<file path="config.mk">
export PLATFORM = sky130hd
export DESIGN_NAME = terl_top
export DESIGN_NICKNAME = d
export VERILOG_FILES = /design/src/shared/terl_pkg.sv /design/src/core/terl_req_gate.sv /design/src/core/terl_top.sv
export SDC_FILE = /design/constraint.sdc
export NUM_CORES = 1
export LEC_CHECK = 0
export BUFFER_PORTS_ARGS = -buffer_cell sky130_fd_sc_hd__buf_2
export CELL_PAD_IN_SITES_DETAIL_PLACEMENT = 0
export CELL_PAD_IN_SITES_GLOBAL_PLACEMENT = 1
export CORE_ASPECT_RATIO = 2
export CORE_UTILIZATION = 32
export DETAILED_ROUTE_END_ITERATION = 6
export PLACE_DENSITY_LB_ADDON = 0.08
export REMOVE_ABC_BUFFERS = 1
export SLEW_MARGIN = 20
export SYNTH_ARGS = -nofsm -noshare
export SYNTH_HDL_FRONTEND = slang
export SYNTH_SLANG_ARGS = --single-unit
</file>
<file path="constraint.sdc">
create_clock -name I_CLOCK -period 0.9 [get_ports I_CLOCK]
set_input_delay 0.09 -clock I_CLOCK [delete_from_list [all_inputs] [get_ports I_CLOCK]]
set_output_delay 0.09 -clock I_CLOCK [all_outputs]
set_load 0.1 [all_outputs]
</file>
<file path="src/shared/terl_pkg.sv">
// Constants and source layout of the timer event request logic
`default_nettype none

package terl_pkg;

  // Source counts per kind
  localparam int unsigned NUM_CHANNELS = 6;
  localparam int unsigned NUM_MATCH    = 16;
  localparam int unsigned NUM_OVF      = 6;
  localparam int unsigned NUM_UNF      = 4;

  // Match flag vector layout: first bit and count per channel
  // ch0 A..D = 0..3, ch1 A,B = 4..5, ch2 = 6..7,
  // ch3 A..D = 8..11, ch4 = 12..13, ch5 = 14..15
  localparam int unsigned MATCH_BASE [NUM_CHANNELS] =
    '{0, 4, 6, 8, 12, 14};
  localparam int unsigned MATCH_COUNT [NUM_CHANNELS] =
    '{4, 2, 2, 4, 2, 2};

  // Compare A flag of each channel is the first bit of its group
  localparam int unsigned A_FLAG_INDEX [NUM_CHANNELS] =
    '{0, 4, 6, 8, 12, 14};

  // Underflow vector bit k belongs to this channel
  localparam int unsigned UNF_CHANNEL [NUM_UNF] = '{1, 2, 4, 5};

  // Reset values of all request and pulse registers
  localparam logic [NUM_MATCH-1:0]    MATCH_RESET = 16'h0000;
  localparam logic [NUM_OVF-1:0]      OVF_RESET   = 6'h00;
  localparam logic [NUM_UNF-1:0]      UNF_RESET   = 4'h0;
  localparam logic [NUM_CHANNELS-1:0] CONV_RESET  = 6'h00;

  // Latency from a flag change to the request output, in cycles
  localparam int unsigned REQ_LATENCY = 1;

  // Request routing state of one match source
  typedef enum logic [1:0] {
    TERL_ROUTE_IDLE    = 2'b00,
    TERL_ROUTE_PENDING = 2'b01
  } terl_route_e;

endpackage : terl_pkg

`default_nettype wire

</file>
<file path="src/core/terl_req_gate.sv">
// Registered AND gate of status flags and enable bits
`default_nettype none

module terl_req_gate #(
  parameter int unsigned WIDTH = 1
) (
  input  wire logic             i_clock,
  input  wire logic             i_reset,
  input  wire logic [WIDTH-1:0] i_flag,
  input  wire logic [WIDTH-1:0] i_enable,
  output var  logic [WIDTH-1:0] o_req
);

  logic [WIDTH-1:0] req_next;

  // Level request, re-evaluated every cycle
  always_comb begin
    req_next = i_flag & i_enable;
  end

  // Register only; reset clears every request
  always_ff @(posedge i_clock) begin
    if (i_reset) begin
      o_req <= '0;
    end else begin
      o_req <= req_next;
    end
  end

endmodule : terl_req_gate

`default_nettype wire

</file>
<file path="src/core/terl_top.sv">
// Interrupt, transfer and conversion start requests of a timer unit
`default_nettype none

module terl_top (
  input  wire logic                            I_CLOCK,
  input  wire logic                            I_RESET,
  input  wire logic [terl_pkg::NUM_MATCH-1:0]    I_MATCH_STATUS_FLAG,
  input  wire logic [terl_pkg::NUM_MATCH-1:0]    I_MATCH_IRQ_ENABLE,
  input  wire logic [terl_pkg::NUM_OVF-1:0]      I_OVERFLOW_FLAG,
  input  wire logic [terl_pkg::NUM_OVF-1:0]      I_OVERFLOW_IRQ_ENABLE,
  input  wire logic [terl_pkg::NUM_UNF-1:0]      I_UNDERFLOW_FLAG,
  input  wire logic [terl_pkg::NUM_UNF-1:0]      I_UNDERFLOW_IRQ_ENABLE,
  input  wire logic [terl_pkg::NUM_CHANNELS-1:0] I_CONV_TRIGGER_ENABLE,
  input  wire logic [terl_pkg::NUM_MATCH-1:0]    I_TRANSFER_SELECT,
  input  wire logic [terl_pkg::NUM_MATCH-1:0]    I_TRANSFER_ACK,
  output var  logic [terl_pkg::NUM_MATCH-1:0]    O_MATCH_IRQ,
  output var  logic [terl_pkg::NUM_OVF-1:0]      O_OVERFLOW_IRQ,
  output var  logic [terl_pkg::NUM_UNF-1:0]      O_UNDERFLOW_IRQ,
  output var  logic [terl_pkg::NUM_MATCH-1:0]    O_TRANSFER_REQ,
  output var  logic [terl_pkg::NUM_MATCH-1:0]    O_MATCH_FLAG_CLEAR,
  output var  logic [terl_pkg::NUM_CHANNELS-1:0] O_CONVERSION_START
);

  import terl_pkg::*;

  // Transfer routing state, one per match source
  terl_route_e                 route_reg [NUM_MATCH];
  terl_route_e                 route_next [NUM_MATCH];
  logic [NUM_MATCH-1:0]        xfer_cand;
  logic [NUM_MATCH-1:0]        xfer_allow;
  logic [NUM_MATCH-1:0]        ack_taken;
  logic [NUM_MATCH-1:0]        clear_next;
  logic [NUM_MATCH-1:0]        clear_reg;

  // Conversion start edge detection
  logic [NUM_CHANNELS-1:0]     compare_a;
  logic [NUM_CHANNELS-1:0]     compare_a_reg;
  logic [NUM_CHANNELS-1:0]     compare_a_next;
  logic [NUM_CHANNELS-1:0]     conv_next;
  logic [NUM_CHANNELS-1:0]     conv_reg;

  // CPU match requests: one gate for all sixteen sources
  terl_req_gate #(
    .WIDTH (NUM_MATCH)
  ) u_match_gate (
    .i_clock  (I_CLOCK),
    .i_reset  (I_RESET),
    .i_flag   (I_MATCH_STATUS_FLAG),
    .i_enable (I_MATCH_IRQ_ENABLE),
    .o_req    (O_MATCH_IRQ)
  );

  // Overflow requests, one per channel
  terl_req_gate #(
    .WIDTH (NUM_OVF)
  ) u_ovf_gate (
    .i_clock  (I_CLOCK),
    .i_reset  (I_RESET),
    .i_flag   (I_OVERFLOW_FLAG),
    .i_enable (I_OVERFLOW_IRQ_ENABLE),
    .o_req    (O_OVERFLOW_IRQ)
  );

  // Underflow requests; channels 0 and 3 have no bit at all
  terl_req_gate #(
    .WIDTH (NUM_UNF)
  ) u_unf_gate (
    .i_clock  (I_CLOCK),
    .i_reset  (I_RESET),
    .i_flag   (I_UNDERFLOW_FLAG),
    .i_enable (I_UNDERFLOW_IRQ_ENABLE),
    .o_req    (O_UNDERFLOW_IRQ)
  );

  // Transfer candidates: match sources only, never overflow
  always_comb begin
    xfer_cand = I_MATCH_STATUS_FLAG & I_MATCH_IRQ_ENABLE
              & I_TRANSFER_SELECT;
  end

  // Transfer requests; held off while an automatic clear settles
  terl_req_gate #(
    .WIDTH (NUM_MATCH)
  ) u_xfer_gate (
    .i_clock  (I_CLOCK),
    .i_reset  (I_RESET),
    .i_flag   (xfer_cand),
    .i_enable (xfer_allow),
    .o_req    (O_TRANSFER_REQ)
  );

  // Routing next state; an ack counts only against a live request
  always_comb begin
    ack_taken  = I_TRANSFER_ACK & O_TRANSFER_REQ;
    clear_next = ack_taken;
    xfer_allow = '1;
    for (int i = 0; i < NUM_MATCH; i++) begin
      route_next[i] = route_reg[i];
      case (route_reg[i])
        TERL_ROUTE_IDLE: begin
          if (ack_taken[i]) begin
            route_next[i] = TERL_ROUTE_PENDING;
          end
        end
        TERL_ROUTE_PENDING: begin
          // Avoids a second activation before the flag drops
          xfer_allow[i] = 1'b0;
          if (!I_MATCH_STATUS_FLAG[i] && !clear_reg[i]) begin
            route_next[i] = TERL_ROUTE_IDLE;
          end
        end
        default: begin
          route_next[i] = TERL_ROUTE_IDLE;
        end
      endcase
      if (ack_taken[i]) begin
        xfer_allow[i] = 1'b0;
      end
    end
  end

  // Routing registers
  always_ff @(posedge I_CLOCK) begin
    if (I_RESET) begin
      for (int i = 0; i < NUM_MATCH; i++) begin
        route_reg[i] <= TERL_ROUTE_IDLE;
      end
      clear_reg <= MATCH_RESET;
    end else begin
      for (int i = 0; i < NUM_MATCH; i++) begin
        route_reg[i] <= route_next[i];
      end
      clear_reg <= clear_next;
    end
  end

  // Automatic flag clear pulse to the flag owner
  always_comb begin
    O_MATCH_FLAG_CLEAR = clear_reg;
  end

  // Conversion start: rising compare A flag with trigger enabled
  always_comb begin
    for (int c = 0; c < NUM_CHANNELS; c++) begin
      compare_a[c] = I_MATCH_STATUS_FLAG[A_FLAG_INDEX[c]];
    end
    compare_a_next = compare_a;
    // Edge, not level: one request per flag set
    conv_next = compare_a & ~compare_a_reg
              & I_CONV_TRIGGER_ENABLE;
  end

  // Conversion start registers
  always_ff @(posedge I_CLOCK) begin
    if (I_RESET) begin
      compare_a_reg <= CONV_RESET;
      conv_reg      <= CONV_RESET;
    end else begin
      compare_a_reg <= compare_a_next;
      conv_reg      <= conv_next;
    end
  end

  // Pulse goes out straight from its register
  always_comb begin
    O_CONVERSION_START = conv_reg;
  end

  // Helper: history is valid one cycle after reset release
  logic past_ok_reg;
  always_ff @(posedge I_CLOCK) begin
    if (I_RESET) begin
      past_ok_reg <= 1'b0;
    end else begin
      past_ok_reg <= 1'b1;
    end
  end
endmodule : terl_top

`default_nettype wire

</file>
# Word level (Yosys, flattened, before mapping)
# Memory sizes are Yosys's and may differ from the RTL's.
# Index checks and enable logic that the tools add are counted.
# word_totals
ff_bits	70
ramBits	32
in_bits	92
out_inout_bits	64
memories	1
# classes
eq_ne	16
n_mux	99
bitwise_logic	25
reduce_logical	64
# mem_list
memory	depth	width	rd	rd_ports_with_merged_regs	wr	line	source
route_reg	16	2	16	0	16	terl_top.sv:27	terl_route_e route_reg [NUM_MATCH];
# ops
cell	n
two-way mux 2 bit	48
bitwise AND 16 bit	4
case mux 2 bit (2 select lines)	16
two-way mux 1 bit	35
== test 2 x 1 -> 1 bit, second input constant	16
zero test 1 bit	32
zero test 2 bit	16
bitwise AND 6 bit	3
logical AND 1 bit	16
bitwise OR 1 bit	16
inverter 6 bit	1
bitwise AND 4 bit	1

# Longest topological paths before layout
# Gate-level depths: netlist (run 1).
# depth
word_depth	5
depth_mapped	4
depth_no_buf	2

# By module
# A second synthesis (run 1) with hierarchy kept.
# hier_totals
cells_unflattened	242
hier_area_um2	2851.5
# by_module_without_submodules
mod	n_inst	cells_per_inst	area_per_inst_um2	seq_area_each_um2
terl_top	1	156	1605.3	880.8
terl_req_gate at u_match_gate ...	2	33	479.2	320.3
terl_req_gate at u_ovf_gate	1	12	172.7	120.1
terl_req_gate at u_unf_gate	1	8	115.1	80.1

# Least setup slack after synthesis (run 1)
# Ideal clock, no wire load.
# synth_path
kind	register to register
start	register u_xfer_gate.o_req[0]
end	register u_xfer_gate.o_req[0]
setup_ns	0.117
arrival_time_ns	1.340
required_time_ns	0.783
slack_ns	-0.556
path_stages_with_launch	3
n_path_buf	0
synth_period_minus_slack_ns	1.456
cell_sequence	dfxtp_1 > nand2_1 > and4b_1
# synth_between
elab_chain_cells	3
# synth_rtl
item	line	source
start: declaration	terl_req_gate.sv:11	output var logic [WIDTH-1:0] o_req
start signal: assignment	terl_req_gate.sv:26	o_req <= req_next;
bitwise AND 16 bit	terl_top.sv:94	ack_taken = I_TRANSFER_ACK & O_TRANSFER_REQ;
two-way mux 1 bit	terl_top.sv:116	if (ack_taken[i]) begin
bitwise AND 16 bit	terl_req_gate.sv:18	req_next = i_flag & i_enable;
# Every way passes these cells.
# A chain may end at the register's enable or synchronous reset.

# Worst setup path after layout (run 1)
# layout_path
start	register u_xfer_gate.o_req[14]
end	output port O_TRANSFER_REQ[14] in the netlist's numbering
# layout_lines
item	line	source
end: declaration	terl_top.sv:19	output var logic [terl_pkg::NUM_MATCH-1:0] O_TRANSFER_REQ,
# No word-level cell between the ends.

==> results of run 1 <==
==> per-layer routing <==
metal	track usage, %	routed length, um
met1	15.7	2550
met2	29.6	4200
met3	4.89	438
met4	7.82	140
met5	0	0
==> synth_stat cells <==
library cell | count | share of area [%]
sky130_fd_sc_hd__o22ai_2 | 2 | 0.87
sky130_fd_sc_hd__and3b_1 | 14 | 4.3
sky130_fd_sc_hd__nor2b_1 | 6 | 1.3
sky130_fd_sc_hd__buf_2 | 4 | 0.69
sky130_fd_sc_hd__dfxtp_1 | 86 | 60
sky130_fd_sc_hd__nor4b_4 | 6 | 5.0
sky130_fd_sc_hd__clkbuf_1 | 1 | 0.13
sky130_fd_sc_hd__and4b_1 | 8 | 2.8
sky130_fd_sc_hd__nor2_1 | 50 | 6.5
sky130_fd_sc_hd__nand2_1 | 34 | 4.4
sky130_fd_sc_hd__nor4b_2 | 2 | 1.0
sky130_fd_sc_hd__or2_1 | 15 | 3.3
sky130_fd_sc_hd__buf_6 | 4 | 1.6
sky130_fd_sc_hd__or2_2 | 1 | 0.22
sky130_fd_sc_hd__o22ai_1 | 14 | 3.0
sky130_fd_sc_hd__nand2b_1 | 24 | 5.2
==> layout make-up <==
class	instances	area [um2]	share of cell area (%)
well taps	100	125	2.32
clock buffers	14	264	4.89
flip-flops and latches	86	1810	33.6
repair buffers	191	2100	38.9
clock inverters	1	5.00	0.0927
multi-input cells	176	1090	20.2
==> metrics by stage <==
stage	TNS [ps]	total power, uW	setup WS [ps]	instance area (um2)	hold WS [ps]
2_1_floorplan	-28140	4840	-556	2810	161
3_3_place_gp	-88.2	5560	-15.7	4800	302
3_5_place_dp	-291	5570	-51.2	4800	308
4_1_cts	-3570	9080	-81.9	5380	0.179
5_1_grt	-4130	9290	-84.1	5400	8.70
6_report	-2450	8950	-57.0	5400	17.9
==> kinds of logic (layout without fill, tap and decap cells) <==
group	after synthesis	after routing	synth area share, %
AOI/OAI and AO/OA	16	16	3.91
buffers and inverters	9	206	2.39
DFF	86	86	59.7
and+or+nand+nor	160	160	34.0
==> cells in the final DEF (no fill, tap or decap) <==
| cell type | synthesis | routed |
|---|---|---|
| sky130_fd_sc_hd__buf_4 | 0 | 8 |
| sky130_fd_sc_hd__clkbuf_16 | 0 | 9 |
| sky130_fd_sc_hd__buf_2 | 4 | 91 |
| sky130_fd_sc_hd__or2_2 | 1 | 1 |
| sky130_fd_sc_hd__nor4b_4 | 6 | 6 |
| sky130_fd_sc_hd__dfxtp_4 | 0 | 5 |
| sky130_fd_sc_hd__nand2_1 | 34 | 34 |
| sky130_fd_sc_hd__clkbuf_1 | 1 | 3 |
| sky130_fd_sc_hd__and4b_1 | 8 | 8 |
| sky130_fd_sc_hd__or2_1 | 15 | 15 |
| sky130_fd_sc_hd__nor4b_2 | 2 | 2 |
| sky130_fd_sc_hd__and3b_1 | 14 | 14 |
| sky130_fd_sc_hd__o22ai_2 | 2 | 2 |
| sky130_fd_sc_hd__clkbuf_8 | 0 | 2 |
| sky130_fd_sc_hd__dfxtp_1 | 86 | 22 |
| sky130_fd_sc_hd__buf_12 | 0 | 66 |
| sky130_fd_sc_hd__clkinv_2 | 0 | 1 |
| sky130_fd_sc_hd__nor2_1 | 50 | 50 |
| sky130_fd_sc_hd__o22ai_1 | 14 | 14 |
| sky130_fd_sc_hd__nor2b_1 | 6 | 6 |
| sky130_fd_sc_hd__dlygate4sd3_1 | 0 | 26 |
| sky130_fd_sc_hd__nand2b_1 | 24 | 24 |
| sky130_fd_sc_hd__dfxtp_2 | 0 | 59 |
==> final timing paths <==
check / start / endpoint / slack [ps] / cells past startpoint
setup / recovery: u_xfer_gate.o_req[14] / O_TRANSFER_REQ[14] / -60 / 1
hold / removal: I_MATCH_IRQ_ENABLE[1] / u_match_gate.o_req[1] / 20 / 2
setup reg to reg: route_reg[0][14] / u_xfer_gate.o_req[7] / 90 / 2
hold reg to reg: compare_a_reg[4] / O_CONVERSION_START[4] / 480 / 1
==> repair_timing <==
item                                   CTS  global route
pin swaps                                0             0
hold buffers                            26             0
resized for setup                       64             5
setup endpoints to repair               64            64
setup buffers                            1             0
endpoints found under the hold margin   16             0
==> report_power, final <==
group | total, uW | switching, uW | internal, uW
sequential | 4000 | 83.4 | 3920
combinational | 1560 | 882 | 678
clock | 3380 | 1380 | 2000
==> impl_results.html, run 1 <==
<table>
<tr><th>Metric</th><th>Value</th></tr>
<tr><th colspan="2">Detailed routing</th></tr>
<tr><td>Post-route ant nets</td><td>0</td></tr>
<tr><td>Vias post-DR</td><td>2,523</td></tr>
<tr><td>Routed Wire Length</td><td>7320 um</td></tr>
<tr><td>Per-cell via count in the routed design</td><td>4.44</td></tr>
<tr><td>DR WL/cell</td><td>12.9 um</td></tr>
<tr><td>First-pass iteration count of the detailed router</td><td>4</td></tr>
<tr><td>Number of violations reported at the end of detailed-routing iteration 0</td><td>108</td></tr>
<tr><td>Post-route DRC</td><td>0</td></tr>
<tr><th colspan="2">Run status</th></tr>
<tr><td>Violated checks</td><td>negative setup slack</td></tr>
<tr><td>Outcome</td><td>complete, but fails checks</td></tr>
<tr><th colspan="2">STA</th></tr>
<tr><td>Actual transition at the worst max-transition pin</td><td>188 ps</td></tr>
<tr><td>Final Worst Setup Slack</td><td>-57.0 ps</td></tr>
<tr><td>Share of the cycle needed by the critical path after routing</td><td>106%</td></tr>
<tr><td>Fmax</td><td>1040 MHz</td></tr>
<tr><td>Unrepaired setup endpoints after global routing</td><td>true</td></tr>
<tr><td>Clk_skew</td><td>4.07 ps</td></tr>
<tr><td>Min Clock Period, post-route</td><td>957 ps</td></tr>
<tr><td>Remaining max-slew budget at the tightest pin</td><td>87.4%</td></tr>
<tr><td>Slew Viols, Final</td><td>0</td></tr>
<tr><td>Number of endpoints failing setup at the final stage</td><td>64</td></tr>
<tr><td>Fin. Hold Viols</td><td>0</td></tr>
<tr><th colspan="2">Setup path</th></tr>
<tr><td>CP arrival</td><td>870 ps</td></tr>
<tr><td>Critical path's top delay family</td><td>flip-flops</td></tr>
<tr><td>Launching element type of the critical path</td><td>flop</td></tr>
<tr><td>Worst-path maximum fanout</td><td>2</td></tr>
<tr><td>Bufs and invs on worst path</td><td>1</td></tr>
<tr><td>Critical Path RT</td><td>810 ps</td></tr>
<tr><td>Cell-by-cell trace of the critical path</td><td>buf_12</td></tr>
<tr><td>Slowest Stage Delay on Critical Path</td><td>360 ps</td></tr>
<tr><td>Master of the slowest instance on the critical path</td><td>sky130_fd_sc_hd__dfxtp_2</td></tr>
<tr><td>Type of the setup path with the least slack</td><td>flop to output port</td></tr>
<tr><td>Endpoint type of the worst setup path</td><td>output port</td></tr>
<tr><th colspan="2">Logic synthesis</th></tr>
<tr><td>Seq cells post-synth</td><td>86</td></tr>
<tr><td>Sequential cell area fraction in the yosys report</td><td>59.7%</td></tr>
<tr><td>Cell area after technology mapping</td><td>0.00288 mm2</td></tr>
<tr><td>Warning count from the yosys run</td><td>0</td></tr>
<tr><td>Cell variety after synth</td><td>16</td></tr>
<tr><td>Mean instance size in the synthesized netlist</td><td>10.6 um2</td></tr>
<tr><td>Instance count of the mapped netlist</td><td>271</td></tr>
<tr><th colspan="2">Floorplanning</th></tr>
<tr><td>Horizontal extent of the die</td><td>69.1 um</td></tr>
<tr><td>Number of top-level pins</td><td>156</td></tr>
<tr><td>Site row count</td><td>48</td></tr>
<tr><td>Core Area</td><td>0.00871 mm2</td></tr>
<tr><td>Overall die area</td><td>0.00941 mm2</td></tr>
<tr><td>Effective utilization at floorplan</td><td>33.1%</td></tr>
<tr><td>Height of the chip</td><td>136 um</td></tr>
<tr><th colspan="2">GRT</th></tr>
<tr><td>Overall track demand over capacity in global routing</td><td>15.9%</td></tr>
<tr><td>Remaining Overflow, GRT</td><td>0</td></tr>
<tr><td>Number of antenna violations at the first check in global routing</td><td>0</td></tr>
<tr><td>First-pass GRT wire length</td><td>11,500 um</td></tr>
<tr><td>Number of global-route vias before repair</td><td>2,488</td></tr>
<tr><td>Pin count of the biggest net entering global routing</td><td>40</td></tr>
<tr><th colspan="2">Layout</th></tr>
<tr><td>Synth-to-Final Area Change</td><td>87.3%</td></tr>
<tr><td>Fraction of layout instances using a drive strength above 1</td><td>53.8%</td></tr>
<tr><td>Filler cells</td><td>699</td></tr>
<tr><td>Non-filler instance count after layout</td><td>568</td></tr>
<tr><td>Utilization after layout</td><td>62.0%</td></tr>
<tr><td>Total inserted antenna cells</td><td>0</td></tr>
<tr><td>Final Net Count</td><td>556</td></tr>
<tr><th colspan="2">Clock tree</th></tr>
<tr><td>Clock edge transition at the registers on the reported setup and hold paths</td><td>60 ps</td></tr>
<tr><td>Deepest clock path buffer count</td><td>2</td></tr>
<tr><td>Worst skew pair latency</td><td>330 ps</td></tr>
<tr><td>TritonCTS clock tree</td><td>built</td></tr>
<tr><td>Clk Tree Root Cell</td><td>sky130_fd_sc_hd__clkbuf_16</td></tr>
<tr><td>Number of clock buffers inserted by TritonCTS</td><td>9</td></tr>
<tr><td>Htree depth</td><td>3</td></tr>
<tr><td>Sinks on Clock Net</td><td>86</td></tr>
<tr><th colspan="2">Placement</th></tr>
<tr><td>HPWL after detailed placement</td><td>5620 um</td></tr>
<tr><td>Count of input and output buffers</td><td>155</td></tr>
<tr><td>Number of placed cells counting well taps</td><td>531</td></tr>
<tr><td>Final weighted congestion in routability-driven placement</td><td>0.696</td></tr>
<tr><th colspan="2">Run</th></tr>
<tr><td>Max-cap viol count</td><td>0</td></tr>
<tr><th colspan="2">Pwr</th></tr>
<tr><td>Worst vdd rail ir drop</td><td>1120 uV</td></tr>
<tr><td>Power density normalized to cell area</td><td>1660 mW/mm2</td></tr>
<tr><td>Leakage power total</td><td>0.00241 uW</td></tr>
<tr><th colspan="2">Worst hold path</th></tr>
<tr><td>Min-Delay Path Class</td><td>primary input to flop</td></tr>
</table>
Power figures use the tool's default switching activity.
==> run 2: changes to the inputs <==
--- a/config.mk
+++ b/config.mk
@@ -5,11 +5,12 @@
 export SDC_FILE = /design/constraint.sdc
 export NUM_CORES = 1
 export LEC_CHECK = 0
+export ABC_AREA = 1
 export BUFFER_PORTS_ARGS = -buffer_cell sky130_fd_sc_hd__buf_2
 export CELL_PAD_IN_SITES_DETAIL_PLACEMENT = 0
 export CELL_PAD_IN_SITES_GLOBAL_PLACEMENT = 1
 export CORE_ASPECT_RATIO = 2
-export CORE_UTILIZATION = 32
+export CORE_UTILIZATION = 30
 export DETAILED_ROUTE_END_ITERATION = 6
 export PLACE_DENSITY_LB_ADDON = 0.08
 export REMOVE_ABC_BUFFERS = 1
==> run 2 against run 1 <==
  * The run still ends with negative setup slack left
  * Area after synthesis down 3.6%
  * Clock-buffer cell count shrank 1
  * Synthesized cell count increased by 28%
  * Sequential power about the same
  * Via count increased by 15%
  * Total power up 4.9%
  * Global-route usage increased by 1.6 points
  * Core utilization increased by 1.7 points
  * Wire length up 11%
  * Critical path type unchanged
  * Critical endpoint is now O_MATCH_FLAG_CLEAR[9]
==> impl_results.html, run 2 <==
<table>
<tr><th>Metric</th><th>Value</th></tr>
<tr><th colspan="2">Run status</th></tr>
<tr><td>Outcome</td><td>complete, but fails checks (unchanged)</td></tr>
<tr><td>Violated checks</td><td>negative setup slack (unchanged)</td></tr>
<tr><th colspan="2">GRT</th></tr>
<tr><td>Overall track demand over capacity in global routing</td><td>17.5% (was 15.9%)</td></tr>
<tr><td>Remaining Overflow, GRT</td><td>0 (unchanged)</td></tr>
<tr><td>First-pass GRT wire length</td><td>13,400 um (was 11,500 um)</td></tr>
<tr><td>Pin count of the biggest net entering global routing</td><td>39 (was 40)</td></tr>
<tr><td>Number of antenna violations at the first check in global routing</td><td>0 (unchanged)</td></tr>
<tr><td>Number of global-route vias before repair</td><td>3,017 (was 2,488)</td></tr>
<tr><th colspan="2">Setup path</th></tr>
<tr><td>Worst setup endpoint</td><td>O_MATCH_FLAG_CLEAR[9] (was O_TRANSFER_REQ[14])</td></tr>
<tr><td>Instance count on the critical path</td><td>1 (unchanged)</td></tr>
<tr><td>Launching element type of the critical path</td><td>flop (unchanged)</td></tr>
<tr><td>R2r startpoint</td><td>u_xfer_gate.o_req[14] (was route_reg[0][14])</td></tr>
<tr><td>Critical Path RT</td><td>810 ps (about the same)</td></tr>
<tr><td>Bufs and invs on worst path</td><td>1 (unchanged)</td></tr>
<tr><td>CP arrival</td><td>870 ps (about the same)</td></tr>
<tr><td>Worst r2r path cells</td><td>5 (was 2)</td></tr>
<tr><td>Slowest Stage Delay on Critical Path</td><td>360 ps (about the same)</td></tr>
<tr><td>Cell-by-cell trace of the critical path</td><td>buf_12 (unchanged)</td></tr>
<tr><td>Endpoint type of the worst setup path</td><td>output port (unchanged)</td></tr>
<tr><td>Critical path's top delay family</td><td>flip-flops (unchanged)</td></tr>
<tr><td>Type of the setup path with the least slack</td><td>flop to output port (unchanged)</td></tr>
<tr><td>Master of the slowest instance on the critical path</td><td>sky130_fd_sc_hd__dfxtp_2 (unchanged)</td></tr>
<tr><td>Reg2Reg Capture Point</td><td>route_reg[1][12] (was u_xfer_gate.o_req[7])</td></tr>
<tr><td>Worst-path maximum fanout</td><td>2 (unchanged)</td></tr>
<tr><td>FF-to-FF setup slack</td><td>100 ps (was 90 ps)</td></tr>
<tr><td>Crit. Startpoint</td><td>O_MATCH_FLAG_CLEAR[9] (was u_xfer_gate.o_req[14])</td></tr>
<tr><th colspan="2">Detailed routing</th></tr>
<tr><td>Routed Wire Length</td><td>8140 um (was 7320 um)</td></tr>
<tr><td>Number of violations reported at the end of detailed-routing iteration 0</td><td>79 (was 108)</td></tr>
<tr><td>Post-route DRC</td><td>0 (unchanged)</td></tr>
<tr><td>DR WL/cell</td><td>11.8 um (was 12.9 um)</td></tr>
<tr><td>First-pass iteration count of the detailed router</td><td>4 (unchanged)</td></tr>
<tr><td>Post-route ant nets</td><td>0 (unchanged)</td></tr>
<tr><td>Vias post-DR</td><td>2,910 (was 2,523)</td></tr>
<tr><td>Per-cell via count in the routed design</td><td>4.23 (was 4.44)</td></tr>
<tr><th colspan="2">Placement</th></tr>
<tr><td>Final weighted congestion in routability-driven placement</td><td>0.737 (was 0.696)</td></tr>
<tr><td>HPWL after detailed placement</td><td>5560 um (was 5620 um)</td></tr>
<tr><td>Count of input and output buffers</td><td>155 (unchanged)</td></tr>
<tr><td>Placed inst area</td><td>0.00462 mm2 (was 0.00480 mm2)</td></tr>
<tr><th colspan="2">Clock tree</th></tr>
<tr><td>Worst skew pair latency</td><td>330 ps (about the same)</td></tr>
<tr><td>Htree depth</td><td>3 (unchanged)</td></tr>
<tr><td>TritonCTS clock tree</td><td>built (unchanged)</td></tr>
<tr><td>Clk Tree Root Cell</td><td>sky130_fd_sc_hd__clkbuf_16 (unchanged)</td></tr>
<tr><td>Clock edge transition at the registers on the reported setup and hold paths</td><td>60 ps (about the same)</td></tr>
<tr><td>Deepest clock path buffer count</td><td>2 (unchanged)</td></tr>
<tr><td>Sinks on Clock Net</td><td>86 (unchanged)</td></tr>
<tr><td>Number of clock buffers inserted by TritonCTS</td><td>9 (unchanged)</td></tr>
<tr><th colspan="2">STA</th></tr>
<tr><td>Fin. Hold Viols</td><td>0 (unchanged)</td></tr>
<tr><td>Slew Viols, Final</td><td>0 (unchanged)</td></tr>
<tr><td>Share of the cycle needed by the critical path after routing</td><td>107% (was 106%)</td></tr>
<tr><td>Fmax</td><td>1040 MHz (about the same)</td></tr>
<tr><td>Clk_skew</td><td>4.61 ps (was 4.07 ps)</td></tr>
<tr><td>Final Worst Setup Slack</td><td>-61.6 ps (was -57.0 ps)</td></tr>
<tr><td>Number of endpoints failing setup at the final stage</td><td>64 (unchanged)</td></tr>
<tr><td>Min Clock Period, post-route</td><td>962 ps (was 957 ps)</td></tr>
<tr><td>Unrepaired setup endpoints after global routing</td><td>true (unchanged)</td></tr>
<tr><td>Actual transition at the worst max-transition pin</td><td>256 ps (was 188 ps)</td></tr>
<tr><td>Remaining max-slew budget at the tightest pin</td><td>82.9% (was 87.4%)</td></tr>
<tr><th colspan="2">Floorplanning</th></tr>
<tr><td>Overall die area</td><td>0.00968 mm2 (was 0.00941 mm2)</td></tr>
<tr><td>Site row count</td><td>49 (was 48)</td></tr>
<tr><td>Height of the chip</td><td>138 um (was 136 um)</td></tr>
<tr><td>Number of top-level pins</td><td>156 (unchanged)</td></tr>
<tr><td>Effective utilization at floorplan</td><td>30.8% (was 33.1%)</td></tr>
<tr><td>Horizontal extent of the die</td><td>70.1 um (was 69.1 um)</td></tr>
<tr><td>Core Area</td><td>0.00901 mm2 (was 0.00871 mm2)</td></tr>
<tr><th colspan="2">Logic synthesis</th></tr>
<tr><td>Seq cells post-synth</td><td>86 (unchanged)</td></tr>
<tr><td>Yosys top cell area share</td><td>62.0% (was 59.7%)</td></tr>
<tr><td>Post-synth EDFFs</td><td>0 (unchanged)</td></tr>
<tr><td>Top area cells in the synthesized netlist</td><td>sky130_fd_sc_hd__dfxtp_1 62%, sky130_fd_sc_hd__nand2_1 12%, sky130_fd_sc_hd__nor2_1 12% (was sky130_fd_sc_hd__dfxtp_1 60%, sky130_fd_sc_hd__nor2_1 6.5%, sky130_fd_sc_hd__nand2b_1 5.2%)</td></tr>
<tr><td>Sequential cell area fraction in the yosys report</td><td>62.0% (was 59.7%)</td></tr>
<tr><td>Main flop type after synthesis</td><td>sky130_fd_sc_hd__dfxtp_1 (unchanged)</td></tr>
<tr><td>Largest area contributor in the synthesized netlist</td><td>sky130_fd_sc_hd__dfxtp_1 (unchanged)</td></tr>
<tr><td>Cell variety after synth</td><td>11 (was 16)</td></tr>
<tr><td>Most numerous cell in the Yosys netlist</td><td>sky130_fd_sc_hd__nand2_1 (was sky130_fd_sc_hd__dfxtp_1)</td></tr>
<tr><td>Mean instance size in the synthesized netlist</td><td>8.01 um2 (was 10.6 um2)</td></tr>
<tr><td>Post-synth top cells</td><td>92 x sky130_fd_sc_hd__nand2_1, 86 x sky130_fd_sc_hd__dfxtp_1, 86 x sky130_fd_sc_hd__nor2_1 (was 86 x sky130_fd_sc_hd__dfxtp_1, 50 x sky130_fd_sc_hd__nor2_1, 34 x sky130_fd_sc_hd__nand2_1)</td></tr>
<tr><td>Instance count of the mapped netlist</td><td>347 (was 271)</td></tr>
<tr><td>Warning count from the yosys run</td><td>0 (unchanged)</td></tr>
<tr><td>Cell area after technology mapping</td><td>0.00278 mm2 (was 0.00288 mm2)</td></tr>
<tr><td>Share of synthesized registers carrying an async set or reset</td><td>0% (unchanged)</td></tr>
<tr><th colspan="2">Layout</th></tr>
<tr><td>Filler cells</td><td>745 (was 699)</td></tr>
<tr><td>Storage element area</td><td>0.00181 mm2 (about the same)</td></tr>
<tr><td>Synth-to-Final Area Change</td><td>107% (was 87.3%)</td></tr>
<tr><td>Leading cell type in the layout, fill and taps excluded</td><td>sky130_fd_sc_hd__nand2_1 (was sky130_fd_sc_hd__buf_2)</td></tr>
<tr><td>Area used by multi-input combinational logic</td><td>813 um2 (was 0.00109 mm2)</td></tr>
<tr><td>Final std cell area, no fill</td><td>0.00574 mm2 (was 0.00540 mm2)</td></tr>
<tr><td>Fraction of layout instances using a drive strength above 1</td><td>40.6% (was 53.8%)</td></tr>
<tr><td>Commonest cells after routing, fill and taps aside</td><td>92 x sky130_fd_sc_hd__nand2_1, 91 x sky130_fd_sc_hd__buf_2, 86 x sky130_fd_sc_hd__nor2_1 (was 91 x sky130_fd_sc_hd__buf_2, 66 x sky130_fd_sc_hd__buf_12, 59 x sky130_fd_sc_hd__dfxtp_2)</td></tr>
<tr><td>Final Net Count</td><td>673 (was 556)</td></tr>
<tr><td>Total inserted antenna cells</td><td>0 (unchanged)</td></tr>
<tr><th colspan="2">Worst hold path</th></tr>
<tr><td>Hold Path Origin</td><td>I_TRANSFER_ACK[0] (was I_MATCH_IRQ_ENABLE[1])</td></tr>
<tr><td>Min-Delay Path Class</td><td>primary input to flop (unchanged)</td></tr>
<tr><th colspan="2">Pwr</th></tr>
<tr><td>Worst vdd rail ir drop</td><td>1130 uV (was 1120 uV)</td></tr>
<tr><td>Leakage power total</td><td>0.00279 uW (was 0.00241 uW)</td></tr>
<tr><td>Overall power</td><td>9390 uW (was 8950 uW)</td></tr>
<tr><td>Power density normalized to cell area</td><td>1640 mW/mm2 (was 1660 mW/mm2)</td></tr>
<tr><th colspan="2">Run</th></tr>
<tr><td>Max-cap viol count</td><td>0 (unchanged)</td></tr>
</table>
[run 2: cells by family after synthesis]
| kind of cell | after synthesis | share of synthesized area, % |
|---|---|---|
| buffers and inverters | 57 | 8.78 |
| flip-flops | 86 | 62.0 |
| AND/OR/NAND/NOR | 204 | 29.3 |
[run 2: worst min-delay path by stage]
stage | end | slack (ps) | cells after the start
finish | O_MATCH_FLAG_CLEAR[0] | 9 | 3
floorplan | u_match_gate.o_req[0] | 160 | 1
global placement | u_ovf_gate.o_req[3] | 300 | 3
CTS | u_xfer_gate.o_req[6] | 2 | 3
global route | u_match_gate.o_req[12] | 20 | 3
detailed placement | u_unf_gate.o_req[2] | 310 | 3
[run 2: repair_timing]
item                                    CTS  global route
resized for setup                        64             4
endpoints found under the hold margin    51             0
endpoints found under the setup margin   64            64
buffers inserted                          0             1
cloned                                    0             0
hold buffers                             72             0
[run 2: cell type report]
type	instances	area share, %
Timing Repair Buffer	231	43.6
Tap cell	102	2.22
Clock inverter	3	0.741
Sequential cell	86	31.6
Inverter	49	3.20
Clock buffer	13	4.53
Multi-Input combinational cell	204	14.2
[run 2: through the flow]
step,setup WS [ps],util (%),hold WS [ps],setup TNS (ps),cells
after CTS,-79.3,63.5,1.59,-3610,687
final,-61.6,63.7,8.87,-2620,688
after global routing,-85.0,63.7,15.8,-4100,688
after floorplan,-489,-,162,-27160,339
after detailed placement,93.8,51.2,310,0,599
after global placement,122,51.2,299,0,599
[run 2: where the power goes]
group	switching, uW	internal (uW)
registers	86.3	3930
logic	928	737
clock network	1410	2300
[run 2: per-layer routing]
metal	part of all wire, %	GRT usage [%]
met1	37	17.7
met2	55	32.8
met3	5.1	3.86
met4	2.8	8.63
met5	0	0
[run 2: tightest hold or removal path, cell delays in order]
cell	delay [ps]
sky130_fd_sc_hd__buf_2	80
sky130_fd_sc_hd__nand2_1	60
sky130_fd_sc_hd__nor2_1	70
==> run 3: changes to the inputs <==
--- a/config.mk
+++ b/config.mk
@@ -10,6 +10,7 @@
 export CELL_PAD_IN_SITES_DETAIL_PLACEMENT = 0
 export CELL_PAD_IN_SITES_GLOBAL_PLACEMENT = 1
 export CORE_ASPECT_RATIO = 2
+export CORE_MARGIN = 5
 export CORE_UTILIZATION = 30
 export DETAILED_ROUTE_END_ITERATION = 6
 export PLACE_DENSITY_LB_ADDON = 0.08
==> run 3 against run 2 <==
  * The flow still finishes with violations (negative setup slack)
  * Cell count fell by 1.3%
  * Die area rose by 18%
  * Clock skew rose by 0.97 ps
  * Register-to-register slack is essentially flat
  * Combinational power barely moved
  * Total power fell by 6.2%
  * Clock-buffer cell count is 3 lower
  * Sequential power barely moved
  * Sequential share of layout area increased by 0.64 points
  * Critical path type unchanged
  * Largest cell class unchanged
==> impl_results.html, run 3 (same netlist as run 2, synthesis figures left out) <==
<table>
<tr><th>Metric</th><th>Value</th></tr>
<tr><th colspan="2">Pwr</th></tr>
<tr><td>Worst vdd rail ir drop</td><td>1050 uV (was 1130 uV)</td></tr>
<tr><td>Power density normalized to cell area</td><td>1570 mW/mm2 (was 1640 mW/mm2)</td></tr>
<tr><td>Comb power frac</td><td>18.6% (was 17.7%)</td></tr>
<tr><td>Sequential share of power</td><td>45.6% (was 42.8%)</td></tr>
<tr><td>Relative contribution of the clock network to total power</td><td>35.7% (was 39.5%)</td></tr>
<tr><td>Net load switching power</td><td>2350 uW (was 2430 uW)</td></tr>
<tr><td>Net Sw Frac</td><td>26.7% (was 25.8%)</td></tr>
<tr><td>Power Internal</td><td>6460 uW (was 6960 uW)</td></tr>
<tr><td>Leakage power total</td><td>0.00274 uW (was 0.00279 uW)</td></tr>
<tr><th colspan="2">Detailed routing</th></tr>
<tr><td>Post-route DRC</td><td>0 (unchanged)</td></tr>
<tr><td>First-pass iteration count of the detailed router</td><td>4 (unchanged)</td></tr>
<tr><td>Routed Wire Length</td><td>8340 um (was 8140 um)</td></tr>
<tr><td>Per-cell via count in the routed design</td><td>4.24 (was 4.23)</td></tr>
<tr><td>DR WL/cell</td><td>12.3 um (was 11.8 um)</td></tr>
<tr><td>Number of violations reported at the end of detailed-routing iteration 0</td><td>70 (was 79)</td></tr>
<tr><td>Vias post-DR</td><td>2,882 (was 2,910)</td></tr>
<tr><td>Post-route ant nets</td><td>0 (unchanged)</td></tr>
<tr><th colspan="2">Setup path</th></tr>
<tr><td>Launching element type of the critical path</td><td>flop (unchanged)</td></tr>
<tr><td>Instance count on the critical path</td><td>1 (unchanged)</td></tr>
<tr><td>Worst r2r path cells</td><td>5 (unchanged)</td></tr>
<tr><td>Endpoint type of the worst setup path</td><td>output port (unchanged)</td></tr>
<tr><td>Master of the slowest instance on the critical path</td><td>sky130_fd_sc_hd__dfxtp_2 (unchanged)</td></tr>
<tr><td>Type of the setup path with the least slack</td><td>flop to output port (unchanged)</td></tr>
<tr><td>Slowest Stage Delay on Critical Path</td><td>350 ps (was 360 ps)</td></tr>
<tr><td>Bufs and invs on worst path</td><td>1 (unchanged)</td></tr>
<tr><td>Critical Path RT</td><td>810 ps (about the same)</td></tr>
<tr><td>CP arrival</td><td>860 ps (was 870 ps)</td></tr>
<tr><td>Cell-by-cell trace of the critical path</td><td>buf_12 (unchanged)</td></tr>
<tr><td>Worst-path maximum fanout</td><td>2 (unchanged)</td></tr>
<tr><td>Critical path's top delay family</td><td>flip-flops (unchanged)</td></tr>
<tr><th colspan="2">Layout</th></tr>
<tr><td>Final std cell area, no fill</td><td>0.00561 mm2 (was 0.00574 mm2)</td></tr>
<tr><td>Final Net Count</td><td>667 (was 673)</td></tr>
<tr><td>Leading cell type in the layout, fill and taps excluded</td><td>sky130_fd_sc_hd__nand2_1 (unchanged)</td></tr>
<tr><td>Commonest cells after routing, fill and taps aside</td><td>92 x sky130_fd_sc_hd__nand2_1, 91 x sky130_fd_sc_hd__buf_2, 86 x sky130_fd_sc_hd__nor2_1 (unchanged)</td></tr>
<tr><td>Non-filler instance count after layout</td><td>679 (was 688)</td></tr>
<tr><td>Fraction of layout instances using a drive strength above 1</td><td>41.2% (was 40.6%)</td></tr>
<tr><td>Total inserted antenna cells</td><td>0 (unchanged)</td></tr>
<tr><td>Synth-to-Final Area Change</td><td>102% (was 107%)</td></tr>
<tr><th colspan="2">Placement</th></tr>
<tr><td>HPWL after detailed placement</td><td>5990 um (was 5560 um)</td></tr>
<tr><td>Placed inst area</td><td>0.00463 mm2 (was 0.00462 mm2)</td></tr>
<tr><td>Final weighted congestion in routability-driven placement</td><td>0.769 (was 0.737)</td></tr>
<tr><td>Worst slack at placement</td><td>80.3 ps (was 93.8 ps)</td></tr>
<tr><td>Number of placed cells counting well taps</td><td>600 (was 599)</td></tr>
<tr><td>Count of input and output buffers</td><td>155 (unchanged)</td></tr>
<tr><th colspan="2">STA</th></tr>
<tr><td>Fmax</td><td>1050 MHz (was 1040 MHz)</td></tr>
<tr><td>Remaining max-slew budget at the tightest pin</td><td>81.6% (was 82.9%)</td></tr>
<tr><td>Fin. Hold Viols</td><td>0 (unchanged)</td></tr>
<tr><td>Clk_skew</td><td>5.59 ps (was 4.61 ps)</td></tr>
<tr><td>Unrepaired setup endpoints after global routing</td><td>true (unchanged)</td></tr>
<tr><td>Number of endpoints failing setup at the final stage</td><td>64 (unchanged)</td></tr>
<tr><td>Setup TNS Final</td><td>-2090 ps (was -2620 ps)</td></tr>
<tr><td>Min Clock Period, post-route</td><td>949 ps (was 962 ps)</td></tr>
<tr><td>Slew Viols, Final</td><td>0 (unchanged)</td></tr>
<tr><td>Final Worst Setup Slack</td><td>-49.0 ps (was -61.6 ps)</td></tr>
<tr><td>Actual transition at the worst max-transition pin</td><td>276 ps (was 256 ps)</td></tr>
<tr><td>Share of the cycle needed by the critical path after routing</td><td>105% (was 107%)</td></tr>
<tr><th colspan="2">Clock tree</th></tr>
<tr><td>Clock edge transition at the registers on the reported setup and hold paths</td><td>60 ps (about the same)</td></tr>
<tr><td>Deepest clock path buffer count</td><td>2 (unchanged)</td></tr>
<tr><td>Htree depth</td><td>3 (unchanged)</td></tr>
<tr><td>Sinks on Clock Net</td><td>86 (unchanged)</td></tr>
<tr><td>Worst skew pair latency</td><td>330 ps (about the same)</td></tr>
<tr><td>TritonCTS clock tree</td><td>built (unchanged)</td></tr>
<tr><td>Number of clock buffers inserted by TritonCTS</td><td>9 (unchanged)</td></tr>
<tr><td>Clk Tree Root Cell</td><td>sky130_fd_sc_hd__clkbuf_16 (unchanged)</td></tr>
<tr><th colspan="2">Run status</th></tr>
<tr><td>Violated checks</td><td>negative setup slack (unchanged)</td></tr>
<tr><td>Outcome</td><td>complete, but fails checks (unchanged)</td></tr>
<tr><th colspan="2">Floorplanning</th></tr>
<tr><td>Height of the chip</td><td>146 um (was 138 um)</td></tr>
<tr><td>Horizontal extent of the die</td><td>78.1 um (was 70.1 um)</td></tr>
<tr><td>Number of top-level pins</td><td>156 (unchanged)</td></tr>
<tr><td>Core Area</td><td>0.00901 mm2 (unchanged)</td></tr>
<tr><td>Site row count</td><td>49 (unchanged)</td></tr>
<tr><td>Overall die area</td><td>0.0114 mm2 (was 0.00968 mm2)</td></tr>
<tr><td>Effective utilization at floorplan</td><td>30.8% (unchanged)</td></tr>
<tr><th colspan="2">Run</th></tr>
<tr><td>Max-cap viol count</td><td>0 (unchanged)</td></tr>
<tr><th colspan="2">GRT</th></tr>
<tr><td>Pin count of the biggest net entering global routing</td><td>32 (was 39)</td></tr>
<tr><td>First-pass GRT wire length</td><td>13,200 um (was 13,400 um)</td></tr>
<tr><td>Number of global-route vias before repair</td><td>2,941 (was 3,017)</td></tr>
<tr><td>Remaining Overflow, GRT</td><td>0 (unchanged)</td></tr>
<tr><td>Number of antenna violations at the first check in global routing</td><td>0 (unchanged)</td></tr>
<tr><td>Overall track demand over capacity in global routing</td><td>14.5% (was 17.5%)</td></tr>
<tr><th colspan="2">Worst hold path</th></tr>
<tr><td>Instance count along the most critical hold path</td><td>3 (unchanged)</td></tr>
<tr><td>Min-Delay Path Class</td><td>primary input to flop (unchanged)</td></tr>
</table>
==> run 3: cell type report <==
cell class                 count  area (um2)
multi-input combinational    204         813
fill                         746        3400
clock buffer                  10         229
sequential                    86        1810
inverter                      49         184
tap                          102         128
timing repair buffer         225        2430
clock inverter                 3        15.0
==> run 3: power groups by stage <==
| stage | logic (uW) | registers [uW] | clock network (uW) |
|---|---|---|---|
| final | 1640 | 4020 | 3150 |
| after detailed placement | 1420 | 4090 | 0 |
| after global routing | 1730 | 4030 | 3410 |
| after CTS | 1640 | 4020 | 3300 |
| after floorplan | 159 | 4650 | 0 |
| after global placement | 1420 | 4090 | 0 |
==> run 3: timing repair <==
action                     in CTS  in global routing
pin swaps                       0                  0
hold endpoints to repair       48                  0
hold buffers                   64                  0
setup buffers                   0                  2
gates resized for setup        64                  2
setup endpoints to repair      64                 64
==> run 3: final timing paths <==
path / startpoint / endpoint / slack [ps]
max: u_xfer_gate.o_req[9] / O_TRANSFER_REQ[9] / -50
min: I_TRANSFER_ACK[14] / O_MATCH_FLAG_CLEAR[14] / 10
max reg2reg: u_xfer_gate.o_req[9] / route_reg[1][2] / 100
min reg2reg: compare_a_reg[4] / O_CONVERSION_START[4] / 380
==> run 3: metrics by stage <==
stage	hold slack, ps	utilization [%]	total power, uW
floorplan	162	-	4800
global placement	299	51.3	5510
detailed placement	309	51.3	5510
CTS	0.264	62.0	8970
global route	12.3	62.3	9170
finish	11.1	62.3	8810
==> run 3: layer usage <==
metal	up-vias	global-route usage [%]	share of wire (%)
li1	1488	-	-
met1	1277	14.4	35
met2	102	26.5	54
met3	15	5.12	8.3
met4	0	6.09	2.1
met5	-	0	0
